<file path="src/pkg/timebase_pkg.sv">
package timebase_pkg;

  localparam int clk_mhz = 125;
  localparam int holdoff_us = 13500;
  localparam int holdoff_cycles = holdoff_us * clk_mhz;
  localparam int shaper_ns = 1000;
  localparam int shaper_cycles = (shaper_ns * clk_mhz + 999) / 1000;

  localparam int b_decades = 6;
  localparam int a_decades = 7;
  localparam logic [3:0] detect_60hz = 4'h6;
  localparam logic [3:0] detect_50hz = 4'h5;
  localparam logic [3:0] decade_last = 4'h9;
  localparam logic [3:0] minute_last = 4'h5;
  localparam int crystal_div = 1000;

  localparam logic [31:0] reg_control = 32'h0000_0000;
  localparam logic [31:0] reg_status = 32'h0000_0004;
  localparam logic [31:0] reg_count_b = 32'h0000_0008;

  localparam int ctl_source_lsb = 0;
  localparam int ctl_mains50 = 2;
  localparam int ctl_crystal = 3;
  localparam int ctl_selfcheck = 4;
  localparam int ctl_system_gate = 5;
  localparam int ctl_preset_idle = 6;
  localparam logic [31:0] ctl_reset_value = 32'h0000_0060;

  typedef enum logic [1:0] {
    source_external,
    source_tenth_second,
    source_tenth_minute
  } source_type;

  typedef struct packed {
    logic [31:0] adr;
    logic [31:0] dat;
    logic [3:0] sel;
    logic we;
    logic cyc;
    logic stb;
  } wb_req_type;

  typedef struct packed {
    logic [31:0] dat;
    logic ack;
  } wb_rsp_type;

endpackage : timebase_pkg

</file>
<file path="src/rtl/pulse_stretch.sv">
`timescale 1ns/1ps
module pulse_stretch
  import timebase_pkg::*;
#(
  parameter int length = 1
) (
  // Clock and reset
  input wire logic core_clk,
  input wire logic rstn,
  input wire logic ce,
  // Trigger
  input wire logic trigger,
  output logic active,
  output logic start
);

  logic [31:0] remaining;

  assign active = remaining != 32'h0;
  assign start = trigger && !active;

  always_ff @(posedge core_clk) begin
    if (!rstn) begin
      remaining <= 32'h0;
    end else if (ce) begin
      if (start) begin
        remaining <= 32'(length);
      end else if (active) begin
        remaining <= remaining - 32'h1;
      end
    end
  end

endmodule : pulse_stretch

</file>
<file path="src/rtl/bcd_chain.sv">
`timescale 1ns/1ps
module bcd_chain
  import timebase_pkg::*;
#(
  parameter int decades = b_decades
) (
  // Clock and reset
  input wire logic core_clk,
  input wire logic rstn,
  input wire logic ce,
  // Counting
  input wire logic clear,
  input wire logic advance,
  output logic [4*decades-1:0] digits,
  output logic carry_out
);

  logic [decades:0] carry;

  assign carry[0] = advance;
  assign carry_out = carry[decades];

  // Each decade rolls into the next on wrap
  for (genvar i = 0; i < decades; i++) begin : g_decade
    assign carry[i+1] = carry[i] && digits[4*i +: 4] == decade_last;
    always_ff @(posedge core_clk) begin
      if (!rstn) begin
        digits[4*i +: 4] <= 4'h0;
      end else if (ce) begin
        if (clear) begin
          digits[4*i +: 4] <= 4'h0;
        end else if (carry[i]) begin
          digits[4*i +: 4] <= carry[i+1] ? 4'h0 : digits[4*i +: 4] + 4'h1;
        end
      end
    end
  end

endmodule : bcd_chain

</file>
<file path="src/rtl/timebase_counter_b.sv">
// The address map and register access over Wishbone are this design's own decisions.
`timescale 1ns/1ps
module timebase_counter_b
  import timebase_pkg::*;
#(
  parameter int holdoff = holdoff_cycles,
  parameter int shaper = shaper_cycles,
  parameter int decades = b_decades
) (
  // Clock, enable and reset
  input wire logic core_clk,
  input wire logic rstn,
  input wire logic ce,
  // Register bus
  input wire wb_req_type wb_req,
  output wb_rsp_type wb_rsp,
  // References and pulses
  input wire logic mains_ref,
  input wire logic crystal_tick,
  input wire logic external_pulse_source,
  input wire logic external_gate_b,
  // Resets
  input wire logic general_reset,
  input wire logic any_reset,
  // Outputs
  output logic inhibit,
  output logic count_state,
  output logic self_check_a,
  output logic gate_b_open,
  output logic [4*decades-1:0] count_b,
  output logic overflow_b
);

  logic [31:0] control;
  logic mains_prev;
  logic mains_active;
  logic mains_start;
  logic shaper_active;
  logic shaper_start;
  logic shaper_prev;
  logic [9:0] xtal_count;
  logic xtal_half;
  logic [3:0] first_div;
  logic [3:0] tenth_div;
  logic [3:0] minute_div;
  logic bus_hit;
  logic ack;
  logic [31:0] rd_data;
  logic carry_out;
  logic [31:0] dat_q;

  wire source_type source = source_type'(control[ctl_source_lsb +: 2]);
  wire mains50 = control[ctl_mains50];
  wire crystal = control[ctl_crystal];
  wire selfcheck = control[ctl_selfcheck];
  wire system_gate = control[ctl_system_gate];
  wire preset_idle = control[ctl_preset_idle];

  // Mains conditioner: one trigger per cycle
  wire mains_rise = mains_ref && !mains_prev;
  pulse_stretch #(.length(holdoff)) u_holdoff (
    .core_clk(core_clk),
    .rstn(rstn),
    .ce(ce),
    .trigger(mains_rise),
    .active(mains_active),
    .start(mains_start)
  );

  // Crystal countdown to 50 Hz
  wire xtal_wrap = crystal_tick && xtal_count == 10'(crystal_div - 1);
  wire xtal_50hz = xtal_wrap && xtal_half;
  wire ref_event = crystal ? xtal_50hz : mains_start;

  // Fundamental shaper, about 1 us
  pulse_stretch #(.length(shaper)) u_shaper (
    .core_clk(core_clk),
    .rstn(rstn),
    .ce(ce),
    .trigger(ref_event),
    .active(shaper_active),
    .start(shaper_start)
  );
  wire shaper_edge = shaper_active && !shaper_prev;

  // Start/stop bistable toggled by shaper unless resetting
  assign inhibit = any_reset;
  wire toggle = shaper_edge && !inhibit;

  // Divider chain
  wire fund_gated = shaper_edge && count_state;
  wire [3:0] detect = (mains50 || crystal) ? detect_50hz : detect_60hz;
  wire tick_10hz = fund_gated && (first_div + 4'h1) == detect;
  wire tenth_wrap = tick_10hz && tenth_div == decade_last;
  wire tick_min = tenth_wrap && minute_div == minute_last;

  // Channel B source select and gating
  wire b_input = source == source_external ? external_pulse_source :
                 source == source_tenth_second ? tick_10hz :
                 source == source_tenth_minute ? tick_min : 1'b0;
  assign gate_b_open = count_state && !inhibit && external_gate_b && system_gate && preset_idle;
  wire b_advance = b_input && gate_b_open;

  // Self-check pulses for channel A
  assign self_check_a = selfcheck && (crystal ? crystal_tick : shaper_edge);

  bcd_chain #(.decades(decades)) u_chain (
    .core_clk(core_clk),
    .rstn(rstn),
    .ce(ce),
    .clear(general_reset),
    .advance(b_advance),
    .digits(count_b),
    .carry_out(carry_out)
  );

  always_ff @(posedge core_clk) begin
    if (!rstn) begin
      mains_prev <= 1'b0;
      shaper_prev <= 1'b0;
      count_state <= 1'b0;
      overflow_b <= 1'b0;
    end else if (ce) begin
      mains_prev <= mains_ref;
      shaper_prev <= shaper_active;
      if (general_reset) begin
        count_state <= 1'b0;
        overflow_b <= 1'b0;
      end else begin
        if (toggle) begin
          count_state <= !count_state;
        end
        if (carry_out) begin
          overflow_b <= 1'b1;
        end
      end
    end
  end

  // Dividers cleared by general reset
  always_ff @(posedge core_clk) begin
    if (!rstn) begin
      xtal_count <= 10'h0;
      xtal_half <= 1'b0;
      first_div <= 4'h0;
      tenth_div <= 4'h0;
      minute_div <= 4'h0;
    end else if (ce) begin
      if (general_reset) begin
        xtal_count <= 10'h0;
        xtal_half <= 1'b0;
        first_div <= 4'h0;
        tenth_div <= 4'h0;
        minute_div <= 4'h0;
      end else begin
        if (crystal_tick) begin
          xtal_count <= xtal_wrap ? 10'h0 : xtal_count + 10'h1;
        end
        if (xtal_wrap) begin
          xtal_half <= !xtal_half;
        end
        if (fund_gated) begin
          first_div <= tick_10hz ? 4'h0 : first_div + 4'h1;
        end
        if (tick_10hz) begin
          tenth_div <= tenth_wrap ? 4'h0 : tenth_div + 4'h1;
        end
        if (tenth_wrap) begin
          minute_div <= tick_min ? 4'h0 : minute_div + 4'h1;
        end
      end
    end
  end

  // Wishbone slave, one registered ack per request, a cycle after the strobe
  assign bus_hit = wb_req.cyc && wb_req.stb && !ack;
  wire sel_control = wb_req.adr == reg_control;
  wire sel_status = wb_req.adr == reg_status;
  wire sel_count = wb_req.adr == reg_count_b;
  wire [31:0] status_word = {26'h0, inhibit, overflow_b, gate_b_open, count_state, crystal, mains_active};
  assign rd_data = sel_control ? control :
                   sel_status ? status_word :
                   sel_count ? 32'(count_b) : 32'h0;
  // Writes land on the edge at which the master sees ack
  wire write_hit = ack && wb_req.cyc && wb_req.stb && wb_req.we && sel_control && wb_req.sel[0];
  assign wb_rsp.ack = ack;
  assign wb_rsp.dat = dat_q;

  always_ff @(posedge core_clk) begin
    if (!rstn) begin
      ack <= 1'b0;
      control <= ctl_reset_value;
      dat_q <= 32'h0;
    end else if (ce) begin
      ack <= bus_hit;
      if (bus_hit) begin
        dat_q <= rd_data;
      end
      if (write_hit) begin
        control[7:0] <= wb_req.dat[7:0];
      end
    end
  end

endmodule : timebase_counter_b

</file>
<file path="config.mk">
export PLATFORM = sky130hd
export DESIGN_NAME = timebase_counter_b
export DESIGN_NICKNAME = d
export VERILOG_FILES = /design/src/pkg/timebase_pkg.sv /design/src/rtl/pulse_stretch.sv /design/src/rtl/bcd_chain.sv /design/src/rtl/timebase_counter_b.sv
export SDC_FILE = /design/constraint.sdc
export NUM_CORES = 1
export LEC_CHECK = 0
export BUFFER_PORTS_ARGS = -buffer_cell sky130_fd_sc_hd__buf_4
export CORE_MARGIN = 4
export CORE_UTILIZATION = 35
export CTS_BUF_LIST = sky130_fd_sc_hd__clkbuf_16
export DETAILED_ROUTE_END_ITERATION = 6
export GPL_TIMING_DRIVEN = 0
export SYNTH_ARGS = -nofsm -noshare
export SYNTH_HDL_FRONTEND = slang
export SYNTH_SLANG_ARGS = --single-unit
</file>
<file path="constraint.sdc">
create_clock -name core_clk -period 4.6 [get_ports core_clk]
set_input_delay 0 -clock core_clk [delete_from_list [all_inputs] [get_ports core_clk]]
set_output_delay 0 -clock core_clk [all_outputs]
set_load 0.02 [all_outputs]
</file>
==> results of run 1 <==
[report_power, final]
| part | leakage [nW] | internal, mW | total, mW | switching [mW] |
|---|---|---|---|---|
| sequential | 1.20 | 1.55 | 1.82 | 0.264 |
| clock | 0.254 | 0.725 | 1.26 | 0.536 |
| combinational | 2.07 | 0.952 | 2.17 | 1.22 |
[metrics by stage]
| step | utilization, % | worst slack [ns] | area (sq um) |
|---|---|---|---|
| 2_1_floorplan | - | 1.853 | 7263 |
| 4_1_cts | 44.52 | 1.305 | 9037 |
| 3_5_place_dp | 41.36 | 1.323 | 8397 |
| 6_report | 44.52 | 1.317 | 9037 |
| 5_1_grt | 44.52 | 1.024 | 9037 |
| 3_3_place_gp | 41.36 | 1.385 | 8397 |
[sequential cells by signal, indices dropped and copies added, names as in the netlist]
register / flops
count_state: 1
first_div: 4
u_holdoff.remaining: 32
shaper_prev: 1
u_shaper.remaining: 32
u_chain.digits: 24
tenth_div: 4
xtal_count: 10
control: 8
ack: 1
minute_div: 4
overflow_b: 1
mains_prev: 1
dat_q: 24
xtal_half: 1
[area by class of cell]
type | instances | area (sq um)
clock buffers | 17 | 425.4
multi-input cells | 657 | 4028
flip-flops and latches | 148 | 2963
clock inverters | 12 | 95.09
plain buffers | 40 | 201.4
well taps | 270 | 337.8
inverters | 19 | 71.32
fillers | 2074 | 11260
repair buffers | 118 | 915.9
[per-layer routing]
layer  wire length [um]  vias to the layer above  GRT usage, %
li1                   -                     3306             -
met5                  0                        -             0
met4                257                        0         4.942
met2               9167                      186         28.20
met1               9465                     3116         23.95
met3               1261                       25         3.302
[worst paths after layout]
check	start	endpoint	slack (ns)	cells past startpoint
worst min-delay path	general_reset	count_state	0.05	4
worst max-delay path	u_shaper.remaining[0]	u_shaper.remaining[12]	1.32	10
worst min register to register	dat_q[7]	dat_q[7]	0.45	2
worst max register to register	u_shaper.remaining[0]	u_shaper.remaining[12]	1.32	10
[critical path, cell delays in order, from the launching register on]
cell and delay [ns]:
sky130_fd_sc_hd__dfxtp_1 0.37, sky130_fd_sc_hd__inv_1 0.08, sky130_fd_sc_hd__ha_1 0.15, sky130_fd_sc_hd__nor3b_1 0.44, sky130_fd_sc_hd__or4b_1 0.52, sky130_fd_sc_hd__nor3_1 0.37
sky130_fd_sc_hd__buf_2 0.31, sky130_fd_sc_hd__o211ai_1 0.11, sky130_fd_sc_hd__nand2_1 0.29, sky130_fd_sc_hd__clkbuf_1 0.41, sky130_fd_sc_hd__nor2_1 0.10
[cells by family (layout without fill, tap and decap cells)]
kind of cell               Yosys count  after routing
other                                1              8
adders and majority gates           20             20
xor gates and xnor gates            69             69
DFF                                148            148
AOI/OAI and AO/OA                  128            128
buffers and inverters               59            206
muxes                               15             15
and+or+nand+nor                    417            417
[cells in the final DEF, fill, tap and decap left out, types with 26 or more instances in the layout]
master	count
sky130_fd_sc_hd__xor2_1	31
sky130_fd_sc_hd__nand3_1	51
sky130_fd_sc_hd__a21oi_1	48
sky130_fd_sc_hd__nand2_1	78
sky130_fd_sc_hd__dfxtp_1	148
sky130_fd_sc_hd__o21ai_0	26
sky130_fd_sc_hd__buf_4	117
sky130_fd_sc_hd__nor3_1	26
sky130_fd_sc_hd__xnor2_1	38
sky130_fd_sc_hd__nor2_1	118
==> metrics.txt, run 1 <==
top area cells in the synthesized netlist=sky130_fd_sc_hd__dfxtp_1 (41%), sky130_fd_sc_hd__nor2_1 (6.1%), sky130_fd_sc_hd__xnor2_1 (4.6%); HPWL after detailed placement=15010 um; root buffer cell=sky130_fd_sc_hd__clkbuf_16; overall power of the completed layout=5.246 mW; synth warn=0; number of maximum-capacitance violations=0; ratio of cells with drive above 1 in the final layout=17.90%; initial standard-cell utilization of the core=35.65%; fraction of the mapped netlist area in simple logic gates=30.20%; # DRC=0; first-pass GRT wire length=31960 um; antenna violations before repair=0; slew of the pin with the lowest slew margin=1.155 ns; leakage dissipation=3.527 nW; number of cells after detailed placement=1240; drt via density=5.178; minimum clock period=3.283 ns; Total Routing Usage GR=17.48%; worst vdd rail ir drop=0.0005154 V; IO buf count=106; setup bufs post-CTS=0; library cells used by synthesis=67; worst hold slack across all endpoints=0.04795 ns; total number of clock tree sinks=148; XOR/XNOR share of the synthesized area=8.351%; grt total ovfl=0; number of flops mapped to enable cells by yosys=0; summed instance area of the synthesized netlist=0.007237 sq mm; count of routing violations after the opening detailed-route iteration=401; die area=0.02304 sq mm; Fmax achieved=304.6 MHz; CP endpoint kind=register; number of detailed-route iterations in the first pass=5; cell with the most instances after synthesis=sky130_fd_sc_hd__dfxtp_1; share of the yosys chip area belonging to registers=40.94%; result of the run=complete, no violations; final count of pins violating max slew=0; final clock skew=0.009755 ns; fraction of synthesis flops using an asynchronous set or reset pin=0%; worst path required time=4.90 ns; synthesized area per cell=8.445 sq um; Final Non-Filler Cells=1281; remaining max-slew budget at the tightest pin=21.90%; main flop type after synthesis=sky130_fd_sc_hd__dfxtp_1; area leader, netlist=sky130_fd_sc_hd__dfxtp_1; critical path arrival=3.58 ns; total number of vias=6633; Die Ht=151.8 um; post-cts hold buffer count=12; post-synthesis compound-gate area fraction=11.08%; width of the die=151.8 um; number of H-tree levels=4; total of endpoints with negative setup slack in the final report=0; leading post-synthesis cells by instance count=sky130_fd_sc_hd__dfxtp_1 (148), sky130_fd_sc_hd__nor2_1 (118), sky130_fd_sc_hd__nand2_1 (78); #FFs+latches synth=148; drt total wl=20150 um; maximum buffer depth of the clock tree=2; number of global-route vias before repair=6170; TritonCTS clock tree=built; hold crit path type=primary input to register; Worst-Skew Late Latency=0.43 ns; clock-pin slew reported for the worst setup and hold paths after clock tree synthesis=0.06 ns; P&R area growth vs syn=24.88%; post-route antenna net violation count=0; Yosys top cell area share=40.94%; largest family of logic cells by synthesized area=simple AND/OR/NAND/NOR gates; row count=52; fraction of synthesized area in multiplexers=2.144%; total clock buffers created by CTS=17; average routed wire per standard cell=15.73 um; routability cong.=0.8130; I/O pins=142; cell count after synthesis=857; nets@finish=1101; Synth Area in Adders=3.458%; setup tns final=0 ns; kind of critical path=register to register; Hold Fails Final Rpt=0; ANT cells=0; Placeable Area=0.02030 sq mm; number of gates resized after cts=0; final clock period utilization by the worst path=71.38%; setup repair after global routing missed its margin=false; maximum number of pins on one net before global-route repair=17; power per cell area=580.5 mW/mm^2; crit start category=register; CP max FO=10
Note: power is estimated with default switching activity, not from simulation.
==> inputs of run 2 (changes only) <==
- ABC_AREA: default -> 1
- clock period: 4.6 -> 3.4 ns (I/O delays scaled with it)
==> metrics.txt, run 2 <==
number of gates resized after cts=0; setup repair after global routing missed its margin=false; Placeable Area=0.02278 sq mm; hold crit path type=primary input to register; worst path required time=3.69 ns; die area=0.02585 sq mm; initial standard-cell utilization of the core=35.86%; utilization of the core after routing=44.15%; power per cell area=842.9 mW/mm^2; setup bufs post-CTS=0; maximum buffer depth of the clock tree=2; post-route antenna net violation count=0; Fmax achieved=371.9 MHz; # DRC=0; overall power of the completed layout=8.476 mW; Worst-Skew Late Latency=0.44 ns; Hold Fails Final Rpt=0; number of global-route vias before repair=7740; drt total wl=24480 um; IO buf count=105; maximum number of pins on one net before global-route repair=17; post-synthesis compound-gate area fraction=12.48%; total clock buffers created by CTS=17; number of detailed-route iterations in the first pass=5; leakage dissipation=4.390 nW; clock-pin slew reported for the worst setup and hold paths after clock tree synthesis=0.06 ns; routability cong.=0.9094; total of endpoints with negative setup slack in the final report=0; fraction of synthesis flops using an asynchronous set or reset pin=0%; area leader, netlist=sky130_fd_sc_hd__dfxtp_1; commonest non-fill, non-tap cell in the layout=sky130_fd_sc_hd__nand2_1; ratio of cells with drive above 1 in the final layout=13.92%; CP max FO=10; fraction of the mapped netlist area in simple logic gates=34.46%; I/O pins=142; number of flops mapped to enable cells by yosys=0; final clock period utilization by the worst path=79.08%; kind of critical path=register to register; cell count after synthesis=1208; result of the run=complete, no violations; number of maximum-capacitance violations=0; commonest non-fill, non-tap cells in the layout=sky130_fd_sc_hd__nand2_1 (245), sky130_fd_sc_hd__nor2_1 (181), sky130_fd_sc_hd__dfxtp_1 (148); ANT cells=0; Synth Area in Adders=3.063%; critical path arrival=2.98 ns; total number of vias=8239; Final Non-Filler Cells=1678; grt total ovfl=0; remaining max-slew budget at the tightest pin=48.76%; antenna violations before repair=0; synthesized area per cell=6.762 sq um; summed instance area of the synthesized netlist=0.008169 sq mm; row count=55; slew of the pin with the lowest slew margin=0.7622 ns; width of the die=160.8 um; leading post-synthesis cells by instance count=sky130_fd_sc_hd__nand2_1 (245), sky130_fd_sc_hd__nor2_1 (181), sky130_fd_sc_hd__dfxtp_1 (148); synth warn=0; main flop type after synthesis=sky130_fd_sc_hd__dfxtp_1; CP endpoint kind=register; final clock skew=0.01563 ns; setup tns final=0 ns; largest family of logic cells by synthesized area=simple AND/OR/NAND/NOR gates; Die Ht=160.8 um; #FFs+latches synth=148; number of cells after detailed placement=1633; worst vdd rail ir drop=0.0004673 V; library cells used by synthesis=44; cell with the most instances after synthesis=sky130_fd_sc_hd__nand2_1; share of the yosys chip area belonging to registers=36.27%; top area cells in the synthesized netlist=sky130_fd_sc_hd__dfxtp_1 (36%), sky130_fd_sc_hd__nand2_1 (11%), sky130_fd_sc_hd__nor2_1 (8.3%); final count of pins violating max slew=0; root buffer cell=sky130_fd_sc_hd__clkbuf_16; count of routing violations after the opening detailed-route iteration=519; Total Routing Usage GR=18.77%; Yosys top cell area share=36.27%; minimum clock period=2.689 ns; P&R area growth vs syn=23.10%; number of H-tree levels=4; average routed wire per standard cell=14.59 um; crit start category=register; total number of clock tree sinks=148; first-pass GRT wire length=39540 um; nets@finish=1452; XOR/XNOR share of the synthesized area=4.717%; drt via density=4.910; leading registers by flop count=u_holdoff.remaining: 32 flops, u_shaper.remaining: 32 flops; fraction of synthesized area in multiplexers=0%; TritonCTS clock tree=built; HPWL after detailed placement=18880 um
-- run 2: worst paths after layout --
path | start | endpoint | slack (ns) | cells after the start
worst max-delay path | u_holdoff.remaining[0] | u_shaper.remaining[17] | 0.71 | 14
worst min-delay path | ce | count_state | 0.04 | 4
worst max register to register | u_holdoff.remaining[0] | u_shaper.remaining[17] | 0.71 | 14
worst min register to register | dat_q[11] | dat_q[11] | 0.46 | 2
-- run 2: cell families (layout without fill, tap and decap cells) --
group	Yosys count	in the layout
flops	148	148
xor+xnor	44	44
other cells	1	8
simple gates	629	629
compound gates	189	189
fa+ha+maj	20	20
buf+inv	177	327
-- run 2: per-layer routing --
| layer | vias up | routed length, um | GRT usage (%) |
|---|---|---|---|
| met2 | 203 | 11720 | 32.54 |
| li1 | 4231 | - | - |
| met4 | 0 | 484 | 5.428 |
| met1 | 3774 | 10880 | 23.32 |
| met3 | 31 | 1394 | 4.311 |
| met5 | - | 0 | 0 |
-- run 2: per-stage QoR --
| stage | worst slack, ns | hold slack [ns] | area, sq um |
|---|---|---|---|
| 2_1_floorplan | 1.291 | 0.1126 | 8195 |
| 3_5_place_dp | 0.7433 | 0.2182 | 9375 |
| 6_report | 0.7114 | 0.03961 | 10060 |
| 3_3_place_gp | 0.7504 | 0.2042 | 9375 |
| 4_1_cts | 0.7275 | 0.01828 | 10060 |
| 5_1_grt | 0.4605 | 0.05419 | 10060 |
-- run 2: power by group --
part	internal, mW	switching, mW
Combinational	1.54	2.72
Sequential	2.08	0.336
Clock	1.05	0.742
Total	4.68	3.80
-- run 2: repair_timing --
action	4_1_cts	5_1_grt
setup endpoints to repair	0	0
endpoints found under the hold margin	14	0
hold buffers	13	0
-- run 2: worst max-delay path: stages (launching register included) --
cell and delay, ns:
sky130_fd_sc_hd__dfxtp_1 0.32, sky130_fd_sc_hd__inv_1 0.10, sky130_fd_sc_hd__ha_1 0.26, sky130_fd_sc_hd__nand2_1 0.09, sky130_fd_sc_hd__nor2_2 0.15, sky130_fd_sc_hd__nand2_2 0.11, sky130_fd_sc_hd__nor4_2 0.43, sky130_fd_sc_hd__nand2_1 0.22
sky130_fd_sc_hd__a21oi_1 0.17, sky130_fd_sc_hd__inv_1 0.06, sky130_fd_sc_hd__nor2_2 0.17, sky130_fd_sc_hd__inv_2 0.11, sky130_fd_sc_hd__buf_2 0.20, sky130_fd_sc_hd__nand3b_1 0.10, sky130_fd_sc_hd__a21oi_1 0.06
-- run 2: cell type report --
cell class	instances	area (sq um)
fill	2376	12720
buffer	45	235.2
multi-input combinational	890	4501
inverter	132	496.7
tap	313	391.6
timing repair buffer	118	918.4
sequential	148	2963
clock inverter	15	125.1
clock buffer	17	425.4
